--- config.mk ---
export PLATFORM = sky130hd
export DESIGN_NAME = ufc_frame_config
export DESIGN_NICKNAME = d
export VERILOG_FILES = /design/src/rtl/ufc_frame_config.v
export VERILOG_INCLUDE_DIRS = /design/src /design/src/rtl
export SDC_FILE = /design/constraint.sdc
export NUM_CORES = 1
export LEC_CHECK = 0
export BUFFER_PORTS_ARGS = -buffer_cell sky130_fd_sc_hd__buf_2
export CORE_MARGIN = 5
export CORE_UTILIZATION = 45
export DETAILED_ROUTE_END_ITERATION = 12
export GPL_TIMING_DRIVEN = 0
export PLACE_DENSITY = 0.74
export SLEW_MARGIN = 40
export SYNTH_ARGS = -nofsm -noshare
export SYNTH_HDL_FRONTEND = slang
export SYNTH_SLANG_ARGS = --single-unit
--- constraint.sdc ---
create_clock -name clk_in -period 2.7 [get_ports clk_in]
set_input_delay 0.54 -clock clk_in [delete_from_list [all_inputs] [get_ports clk_in]]
set_output_delay 0.54 -clock clk_in [all_outputs]
set_load 0.005 [all_outputs]
--- src/rtl/ufc_defines.vh ---
`ifndef UFC_DEFINES_VH
`define UFC_DEFINES_VH

// Register indices; byte address is four times the index.
`define UFC_IDX_CTRL_B     6'h06
`define UFC_IDX_FRAME      6'h07
`define UFC_IDX_BAUD_LO    6'h08
`define UFC_IDX_BAUD_HI    6'h09
`define UFC_IDX_ABW        6'h0A
`define UFC_IDX_DBG        6'h0B
`define UFC_IDX_EVT        6'h0C
`define UFC_IDX_IR_TX_PULSE_LEN       6'h0D

// Reset values.
`define UFC_RST_CTRL_B     8'h00
`define UFC_RST_FRAME      8'h03
`define UFC_RST_BYTE       8'h00

// Writable masks.
`define UFC_MASK_CTRL_B    8'hDF
`define UFC_MASK_SPI_VIEW  8'hC6
`define UFC_MASK_ABW       8'hC0
`define UFC_MASK_BIT0      8'h01

// Field positions.
`define UFC_COMM_MODE_SELECT_HI       7
`define UFC_COMM_MODE_SELECT_LO       6
`define UFC_PARITY_SELECT_HI       5
`define UFC_PARITY_SELECT_LO       4
`define UFC_STOP_BIT_COUNT_BIT     3
`define UFC_CHSZ_HI        2
`define UFC_CHSZ_LO        0
`define UFC_ORDER_BIT      2
`define UFC_PHASE_BIT      1
`define UFC_MULTIPROC_ADDR_ENABLE_BIT       0
`define UFC_RECEIVER_SPEED_SELECT_HI      2
`define UFC_RECEIVER_SPEED_SELECT_LO      1
`define UFC_ABW_HI         7
`define UFC_ABW_LO         6
`define UFC_ONEBIT         0

// Communication modes.
`define UFC_CM_ASYNC       2'h0
`define UFC_CM_SYNC        2'h1
`define UFC_CM_IR          2'h2
`define UFC_CM_SPI         2'h3

// Parity, receiver and size encodings.
`define UFC_PAR_EVEN       2'h2
`define UFC_PAR_ODD        2'h3
`define UFC_RXM_LIN_CONSTRAINED_AUTOBAUD    2'h3
`define UFC_CS_9L          3'h6
`define UFC_CS_9H          3'h7
`define UFC_CS_BASE        4'h5
`define UFC_CS_NINE        4'h9
`define UFC_CS_EIGHT       4'h8

// Auto-baud window: nominal count and tolerances.
`define UFC_AB_NOMINAL     6'h20
`define UFC_AB_TOL0        6'h06
`define UFC_AB_TOL1        6'h05
`define UFC_AB_TOL2        6'h07
`define UFC_AB_TOL3        6'h08

// Infrared pulse length codes.
`define UFC_PL_SIXTEENTHS  8'h00
`define UFC_PL_PASS        8'hFF
`define UFC_PL_3_16        8'h03
`define UFC_PL_ONE         8'h01

`endif

--- src/rtl/ufc_frame_config.v ---
// Functional notes
// - Multiprocessor bit set enables receiver address mode; clear disables it.
// - Mode field: 0 async, 1 sync, 2 infrared, 3 host SPI.
// - Host SPI mode shows mode, order, phase; other modes parity, stop, size.
// - Parity: 0 none, 2 even, 3 odd; 1 reserved.
// - Stop bit 0 gives one stop bit, 1 gives two; receiver ignores it.
// - Size 0..3 give five to eight bits; 6 and 7 nine bits; 4, 5 reserved.
// - Frame control resets to 0x03: async, no parity, one stop, eight bits.
// - SPI order bit 0 sends MSB first, 1 LSB first, both directions.
// - SPI phase bit 0 samples leading edge, 1 trailing edge.
// - Baud divisor is 16 bits over two bytes, resetting to zero.
// - Divisor write reloads the prescaler at once, regardless of frames.
// - Sixteen samples per bit, so matched bit pairs are 32 samples apart.
// - LIN window: 32 plus or minus 6, 5, 7 or 8 samples.
// - Debug-run clear halts and ignores events in debug break; set runs.
// - Infrared event input enabled by 0, disabled by 1.
// - Transmit pulse length is eight-bit read/write, resetting to zero.
// - Pulse 0 gives 3/16 bit, 1..FE that many clocks, FF passes through.
// - Receiver mode 3 selects LIN auto-baud, where the window applies.
//
// Decided for this implementation: the APB interface to the registers.
`include "ufc_defines.vh"

module ufc_frame_config #(
  parameter ADDR_W = 8
) (
  input  wire              clk_in,
  input  wire              rst_in,
  input  wire              psel_in,
  input  wire              penable_in,
  input  wire              pwrite_in,
  input  wire [ADDR_W-1:0] paddr_in,
  input  wire [31:0]       pwdata_in,
  input  wire [3:0]        pstrb_in,
  output wire              pready_out,
  output wire              pslverr_out,
  output wire [31:0]       prdata_out,
  input  wire              dbg_halt_in,
  input  wire              ir_event_in,
  input  wire              tx_bit_in,
  input  wire              bit_start_in,
  input  wire              sample_tick_in,
  output wire              multiproc_addr_enable_out,
  output wire [1:0]        comm_mode_select_out,
  output wire              host_spi_mode_out,
  output wire              infrared_mode_out,
  output wire              parity_enable_out,
  output wire              parity_odd_out,
  output wire              stop_bit_count_out,
  output wire [3:0]        char_width_out,
  output wire              nine_bit_high_first_out,
  output wire              spi_bit_order_out,
  output wire              spi_sample_phase_out,
  output wire [15:0]       baud_div_out,
  output wire              baud_reload_out,
  output wire [1:0]        receiver_speed_select_out,
  output wire              lin_constrained_autobaud_out,
  output wire [5:0]        autobaud_min_out,
  output wire [5:0]        autobaud_max_out,
  output wire              run_enable_out,
  output wire              ir_event_out,
  output wire              ir_tx_out
);

////////////////////////////////////////////////////////////////////////////////

  reg  [7:0]  ctrl_b_r;
  reg  [7:0]  frame_r;
  reg  [7:0]  baud_lo_r;
  reg  [7:0]  baud_hi_r;
  reg  [7:0]  abw_r;
  reg  [7:0]  dbg_r;
  reg  [7:0]  evt_r;
  reg  [7:0]  ir_tx_pulse_len_r;
  reg  [31:0] prdata_r;
  reg         reload_r;
  reg  [1:0]  halt_sync_r;
  reg  [1:0]  evt_sync_r;
  reg         ir_event_r;
  reg  [7:0]  pulse_cnt_r;
  reg  [7:0]  pulse_cnt_nxt;
  reg         ir_tx_r;
  reg         ir_tx_nxt;
  reg  [7:0]  rd_byte;
  reg         hit;
  reg  [5:0]  ab_tol;
  reg  [3:0]  width;

  wire [5:0]  idx;
  wire        aligned;
  wire        setup;
  wire        wr;
  wire [7:0]  wbyte;
  wire [1:0]  comm_mode_select;
  wire        spi;
  wire        run_en;
  wire        coding;
  wire        pulse_step;

////////////////////////////////////////////////////////////////////////////////

  assign idx     = paddr_in[7:2];
  assign aligned = (paddr_in[1:0] == 2'h0);
  assign setup   = psel_in & ~penable_in;
  assign wbyte   = pwdata_in[7:0];

  // Writes land only at the completing edge, from the low byte lane alone.
  assign wr = psel_in & penable_in & pwrite_in & pstrb_in[0] & hit & aligned;

  // Zero wait states: read data is captured in the setup cycle.
  assign pready_out  = 1'b1;
  assign pslverr_out = psel_in & penable_in & ~(hit & aligned);
  assign prdata_out  = prdata_r;

////////////////////////////////////////////////////////////////////////////////

  always @*
  begin
    hit     = 1'b1;
    rd_byte = 8'h00;
    case (idx)
      `UFC_IDX_CTRL_B:
        rd_byte = ctrl_b_r;
      `UFC_IDX_FRAME:
        rd_byte = spi ? (frame_r & `UFC_MASK_SPI_VIEW) : frame_r;
      `UFC_IDX_BAUD_LO:
        rd_byte = baud_lo_r;
      `UFC_IDX_BAUD_HI:
        rd_byte = baud_hi_r;
      `UFC_IDX_ABW:
        rd_byte = abw_r;
      `UFC_IDX_DBG:
        rd_byte = dbg_r;
      `UFC_IDX_EVT:
        rd_byte = evt_r;
      `UFC_IDX_IR_TX_PULSE_LEN:
        rd_byte = ir_tx_pulse_len_r;
      default:
        hit = 1'b0;
    endcase
  end

  always @(posedge clk_in or posedge rst_in)
  begin
    if (rst_in)
    begin
      prdata_r <= 32'h00000000;
    end
    else if (setup)
    begin
      prdata_r <= {24'h000000, rd_byte};
    end
  end

////////////////////////////////////////////////////////////////////////////////

  // Register file; every field keeps reserved codes as written.
  always @(posedge clk_in or posedge rst_in)
  begin
    if (rst_in)
    begin
      ctrl_b_r  <= `UFC_RST_CTRL_B;
      frame_r   <= `UFC_RST_FRAME;
      baud_lo_r <= `UFC_RST_BYTE;
      baud_hi_r <= `UFC_RST_BYTE;
      abw_r     <= `UFC_RST_BYTE;
      dbg_r     <= `UFC_RST_BYTE;
      evt_r     <= `UFC_RST_BYTE;
      ir_tx_pulse_len_r    <= `UFC_RST_BYTE;
      reload_r  <= 1'b0;
    end
    else
    begin
      reload_r <= 1'b0;
      if (wr)
      begin
        case (idx)
          `UFC_IDX_CTRL_B:
            ctrl_b_r <= wbyte & `UFC_MASK_CTRL_B;
          `UFC_IDX_FRAME:
          begin
            if (wbyte[`UFC_COMM_MODE_SELECT_HI:`UFC_COMM_MODE_SELECT_LO] == `UFC_CM_SPI)
              frame_r <= wbyte & `UFC_MASK_SPI_VIEW;
            else
              frame_r <= wbyte;
          end
          `UFC_IDX_BAUD_LO:
          begin
            baud_lo_r <= wbyte;
            reload_r  <= 1'b1;
          end
          `UFC_IDX_BAUD_HI:
          begin
            baud_hi_r <= wbyte;
            reload_r  <= 1'b1;
          end
          `UFC_IDX_ABW:
            abw_r <= wbyte & `UFC_MASK_ABW;
          `UFC_IDX_DBG:
            dbg_r <= wbyte & `UFC_MASK_BIT0;
          `UFC_IDX_EVT:
            evt_r <= wbyte & `UFC_MASK_BIT0;
          `UFC_IDX_IR_TX_PULSE_LEN:
            ir_tx_pulse_len_r <= wbyte;
          default:
            reload_r <= 1'b0;
        endcase
      end
    end
  end

////////////////////////////////////////////////////////////////////////////////

  assign comm_mode_select                = frame_r[`UFC_COMM_MODE_SELECT_HI:`UFC_COMM_MODE_SELECT_LO];
  assign spi                  = (comm_mode_select == `UFC_CM_SPI);
  assign comm_mode_select_out = comm_mode_select;
  assign host_spi_mode_out    = spi;
  assign infrared_mode_out    = (comm_mode_select == `UFC_CM_IR);

  assign multiproc_addr_enable_out = ctrl_b_r[`UFC_MULTIPROC_ADDR_ENABLE_BIT];

  assign parity_enable_out =
    ~spi & (frame_r[`UFC_PARITY_SELECT_HI:`UFC_PARITY_SELECT_LO] == `UFC_PAR_EVEN
          | frame_r[`UFC_PARITY_SELECT_HI:`UFC_PARITY_SELECT_LO] == `UFC_PAR_ODD);
  assign parity_odd_out =
    ~spi & (frame_r[`UFC_PARITY_SELECT_HI:`UFC_PARITY_SELECT_LO] == `UFC_PAR_ODD);

  assign stop_bit_count_out = ~spi & frame_r[`UFC_STOP_BIT_COUNT_BIT];

  always @*
  begin
    case (frame_r[`UFC_CHSZ_HI:`UFC_CHSZ_LO])
      3'h0, 3'h1, 3'h2, 3'h3:
        width = `UFC_CS_BASE + {2'h0, frame_r[1:0]};
      `UFC_CS_9L, `UFC_CS_9H:
        width = `UFC_CS_NINE;
      default:
        width = `UFC_CS_EIGHT;
    endcase
  end

  // Reserved sizes fall back to eight bits; no user should count on it.
  assign char_width_out = spi ? `UFC_CS_EIGHT : width;
  assign nine_bit_high_first_out =
    ~spi & (frame_r[`UFC_CHSZ_HI:`UFC_CHSZ_LO] == `UFC_CS_9H);

  assign spi_bit_order_out = spi & frame_r[`UFC_ORDER_BIT];

  assign spi_sample_phase_out = spi & frame_r[`UFC_PHASE_BIT];

  assign baud_div_out    = {baud_hi_r, baud_lo_r};
  assign baud_reload_out = reload_r;

////////////////////////////////////////////////////////////////////////////////

  assign receiver_speed_select_out = ctrl_b_r[`UFC_RECEIVER_SPEED_SELECT_HI:`UFC_RECEIVER_SPEED_SELECT_LO];

  assign lin_constrained_autobaud_out =
    (ctrl_b_r[`UFC_RECEIVER_SPEED_SELECT_HI:`UFC_RECEIVER_SPEED_SELECT_LO] == `UFC_RXM_LIN_CONSTRAINED_AUTOBAUD);

  always @*
  begin
    case (abw_r[`UFC_ABW_HI:`UFC_ABW_LO])
      2'h0:
        ab_tol = `UFC_AB_TOL0;
      2'h1:
        ab_tol = `UFC_AB_TOL1;
      2'h2:
        ab_tol = `UFC_AB_TOL2;
      default:
        ab_tol = `UFC_AB_TOL3;
    endcase
  end

  assign autobaud_min_out = `UFC_AB_NOMINAL - ab_tol;
  assign autobaud_max_out = `UFC_AB_NOMINAL + ab_tol;

////////////////////////////////////////////////////////////////////////////////

  // Both pins are asynchronous to clk_in, so each gets two flops first.
  always @(posedge clk_in or posedge rst_in)
  begin
    if (rst_in)
    begin
      halt_sync_r <= 2'h0;
      evt_sync_r  <= 2'h0;
    end
    else
    begin
      halt_sync_r <= {halt_sync_r[0], dbg_halt_in};
      evt_sync_r  <= {evt_sync_r[0], ir_event_in};
    end
  end

  assign run_en         = dbg_r[`UFC_ONEBIT] | ~halt_sync_r[1];
  assign run_enable_out = run_en;

  always @(posedge clk_in or posedge rst_in)
  begin
    if (rst_in)
      ir_event_r <= 1'b0;
    else
      ir_event_r <= evt_sync_r[1] & ~evt_r[`UFC_ONEBIT] & run_en;
  end

  assign ir_event_out = ir_event_r;

////////////////////////////////////////////////////////////////////////////////

  // A zero bit is sent as a low pulse on an otherwise high line.
  assign coding     = infrared_mode_out & (ir_tx_pulse_len_r != `UFC_PL_PASS);
  assign pulse_step = (ir_tx_pulse_len_r == `UFC_PL_SIXTEENTHS) ? sample_tick_in : 1'b1;

  always @*
  begin
    pulse_cnt_nxt = pulse_cnt_r;
    ir_tx_nxt     = tx_bit_in;
    if (coding)
    begin
      ir_tx_nxt = 1'b1;
      if (bit_start_in & ~tx_bit_in)
      begin
        if (ir_tx_pulse_len_r == `UFC_PL_SIXTEENTHS)
          pulse_cnt_nxt = `UFC_PL_3_16;
        else
          pulse_cnt_nxt = ir_tx_pulse_len_r;
        ir_tx_nxt = 1'b0;
      end
      else if (pulse_cnt_r != 8'h00)
      begin
        ir_tx_nxt = 1'b0;
        if (pulse_step)
        begin
          pulse_cnt_nxt = pulse_cnt_r - `UFC_PL_ONE;
          if (pulse_cnt_r == `UFC_PL_ONE)
            ir_tx_nxt = 1'b1;
        end
      end
    end
    else
    begin
      pulse_cnt_nxt = 8'h00;
    end
  end

  // The shaper freezes while halted so a pulse resumes where it stopped.
  always @(posedge clk_in or posedge rst_in)
  begin
    if (rst_in)
    begin
      pulse_cnt_r <= 8'h00;
      ir_tx_r     <= 1'b1;
    end
    else if (run_en)
    begin
      pulse_cnt_r <= pulse_cnt_nxt;
      ir_tx_r     <= ir_tx_nxt;
    end
  end

  assign ir_tx_out = ir_tx_r;

endmodule

==> reports/results.tsv <==
metric	value	unit
Total GRT Usage	0.188	
layout cells sized above 1	0.397	
Via density	5.27	
DR top layer	met4	
Final Slew Violations	0	
die width	101	microns
clock-pin slew on the worst setup and hold paths	0.08	ns
die area	10100	sq um
final core utilization	0.560	
post-synth cell types	57	
routed wl met3	780	microns
Setup crit start kind	register	
ratio of final minimum period to clock period	0.918	
ys flop type	dfrtp_1	
worst skew pair latency	0.35	ns
leakage power	2.37	nW
fillcell total	719	
max-cap viol count	0	
cts bufs inserted	9	
crit-path cells	inv_1 > ha_1 > nor4_1 > or4_1 > inv_1 > buf_2	
GR Overflow Total	0	
Inserted Diodes	0	
H-tree Lvls	3	
fin cells	576	
crit path kind	reg -> out	
Detailed Routing Iterations Pass 1	4	
Rel. slew slack	0.599	
post-route ant nets	0	
CTS tree	yes	
RSZ-0062 raised after global routing	no	
Cell Area, Synth	3700	sq um
cell family contributing the most delay on the critical path	simple AND/OR/NAND/NOR gates	
DRT iter0 DRCs	189	
FF+latch count, synth	66	
fmax	0.404	GHz
most frequent cell on the critical path	inv_1	
Critical Path End Type	output pin	
initial core utilization	0.457	
Slew @ Worst Pin	0.596	ns
Fin Clk Skew	0.0107	ns
crit path max fanout	5	
nets	532	
CP arrival	1.94	ns
post_cts resized	0	
WL met2	4490	microns
final hold violation count	0	
cells after synthesis	347	
Power Dens Cells	423	nW/um^2
sequential area share after synthesis	0.448	
Post-synth EDFFs	0	
Worst Hold Class	in -> async	
placed cells	560	
Buf/Inv on CP	3	
Metal-1 WL	3920	microns
hpwl dp	7230	microns
RD Place Congestion	0.853	
Die H	101	microns
slowest stage cell, crit path	dfstp_2	
maximum number of pins on one net before global-route repair	35	
# DRC	0	
commonest cells after routing, fill and taps aside	buf_2 (87), dfrtp_1 (63), mux2_2 (37), buf_4 (34), conb_1 (29)	
Hold-fix buffers, CTS	0	
post-synthesis average cell area	10.7	sq um
Min Clock Period, post-route	2.48	ns
most common cell after layout, fill and taps aside	buf_2	
Req. time, crit path	2.16	ns
vias in the first global route	2989	
peak supply drop	0.292	mV
first-pass GRT wire length	14900	microns
Fin Setup TNS	0	ns
Post CTS Setup Buffer Count	0	
final number of setup-violating endpoints	0	
area grow syn2layout	22.6	%
status	finished, final reports clean	
DR vias	3036	
core area	8090	sq um
Detailed Route WL	9370	microns
CTS root buf	clkbuf_8	
Synth async-reset ratio	1.00	
CP max stage delay	0.58	ns
# clock sinks	66	
antenna violations before repair	0	
Ys Warns	0	
port bufs	80	
average wire per standard cell	16.3	microns
Longest Clk Path Bufs	2	
Core Rows	33	
Ports	138	
## synth_stat cells, drive strengths merged, types with 4 or more instances
| library cell | number | share of area |
|---|---|---|
| dfrtp | 63 | 0.43 |
| a32o | 4 | 0.011 |
| and2 | 4 | 0.0068 |
| o21ai | 14 | 0.019 |
| inv | 14 | 0.014 |
| mux2i | 8 | 0.022 |
| ha | 12 | 0.041 |
| mux2 | 38 | 0.12 |
| o211ai | 4 | 0.0081 |
| nand3 | 10 | 0.014 |
| nand4 | 5 | 0.0085 |
| nor2 | 20 | 0.021 |
| or4 | 5 | 0.011 |
| a221oi | 4 | 0.0095 |
| o311ai | 4 | 0.0095 |
| nor3 | 5 | 0.0068 |
| a21oi | 6 | 0.0081 |
| a22oi | 4 | 0.0081 |
| nor2b | 11 | 0.019 |
| buf | 42 | 0.080 |
| and3 | 5 | 0.0085 |
| nand2 | 18 | 0.020 |
## flip-flops by register name, summed over array words and instances, names as in the netlist
signal / cells
ir_event_out: 1
frame_r: 8
evt_sync_r: 2
ctrl_b_r: 7
dbg_r: 1
baud_hi_r: 8
pulse_cnt_r: 8
baud_lo_r: 8
baud_reload_out: 1
halt_sync_r: 2
abw_r: 2
ir_tx_pulse_len_r: 8
prdata_out: 8
evt_r: 1
ir_tx_out: 1
## area by class of cell
cell class	instances	area, sq um	area share
repair buffers	81	420	0.0928
multi-input cells	249	1780	0.394
clock buffers	10	138	0.0304
inverters	14	55.1	0.0121
flip-flops and latches	66	1660	0.365
clock inverters	6	42.5	0.00939
well taps	105	131	0.0290
plain buffers	45	305	0.0674
## stage by stage
step | hold slack, ns | worst slack [ns] | power [mW] | cell area [sq um]
2_1_floorplan | 0.331 | 0.465 | 1.12 | 3800
3_5_place_dp | 0.339 | 0.0965 | 1.18 | 4350
4_1_cts | 0.206 | 0.244 | 1.93 | 4530
3_3_place_gp | 0.337 | -0.254 | 1.17 | 4330
5_1_grt | 0.236 | 0.155 | 1.99 | 4530
6_report | 0.198 | 0.223 | 1.92 | 4530
## final timing paths
check	start	to	slack (ns)	cells after the start
min in group clk_in	ir_event_in	evt_sync_r[0]	0.30	1
max	frame_r[0]	char_width_out[2]	0.22	6
min	rst_in	ctrl_b_r[2]	0.20	2
max in group asynchronous	rst_in	ir_tx_out	1.93	3
max reg2reg	pulse_cnt_r[2]	pulse_cnt_r[4]	0.53	5
min reg2reg	halt_sync_r[0]	halt_sync_r[1]	0.36	0
## layer usage
metal | global-route usage | vias up
met5 | 0 | -
met4 | 0.0528 | 0
met3 | 0.0547 | 15
met2 | 0.315 | 128
met1 | 0.235 | 1453
li1 | - | 1440
## power by group
group | internal [mW] | switching (mW)
sequential | 0.998 | 0.00445
combinational | 0.0667 | 0.0940
clock | 0.357 | 0.397
total | 1.42 | 0.495
## cell families (layout without fill, tap and decap cells)
logic type / count (synthesis) / in the layout / share of synthesized area
AOI/OAI and AO/OA: 61 / 61 / 0.123
xor gates and xnor gates: 1 / 1 / 0.00237
adders and majority gates: 12 / 12 / 0.0406
buffers and inverters: 59 / 156 / 0.0968
DFF: 66 / 66 / 0.448
muxes: 46 / 46 / 0.137
other: 2 / 29 / 0.00203
and+or+nand+nor: 100 / 100 / 0.150
Note: power is estimated with default switching activity, not from simulation.
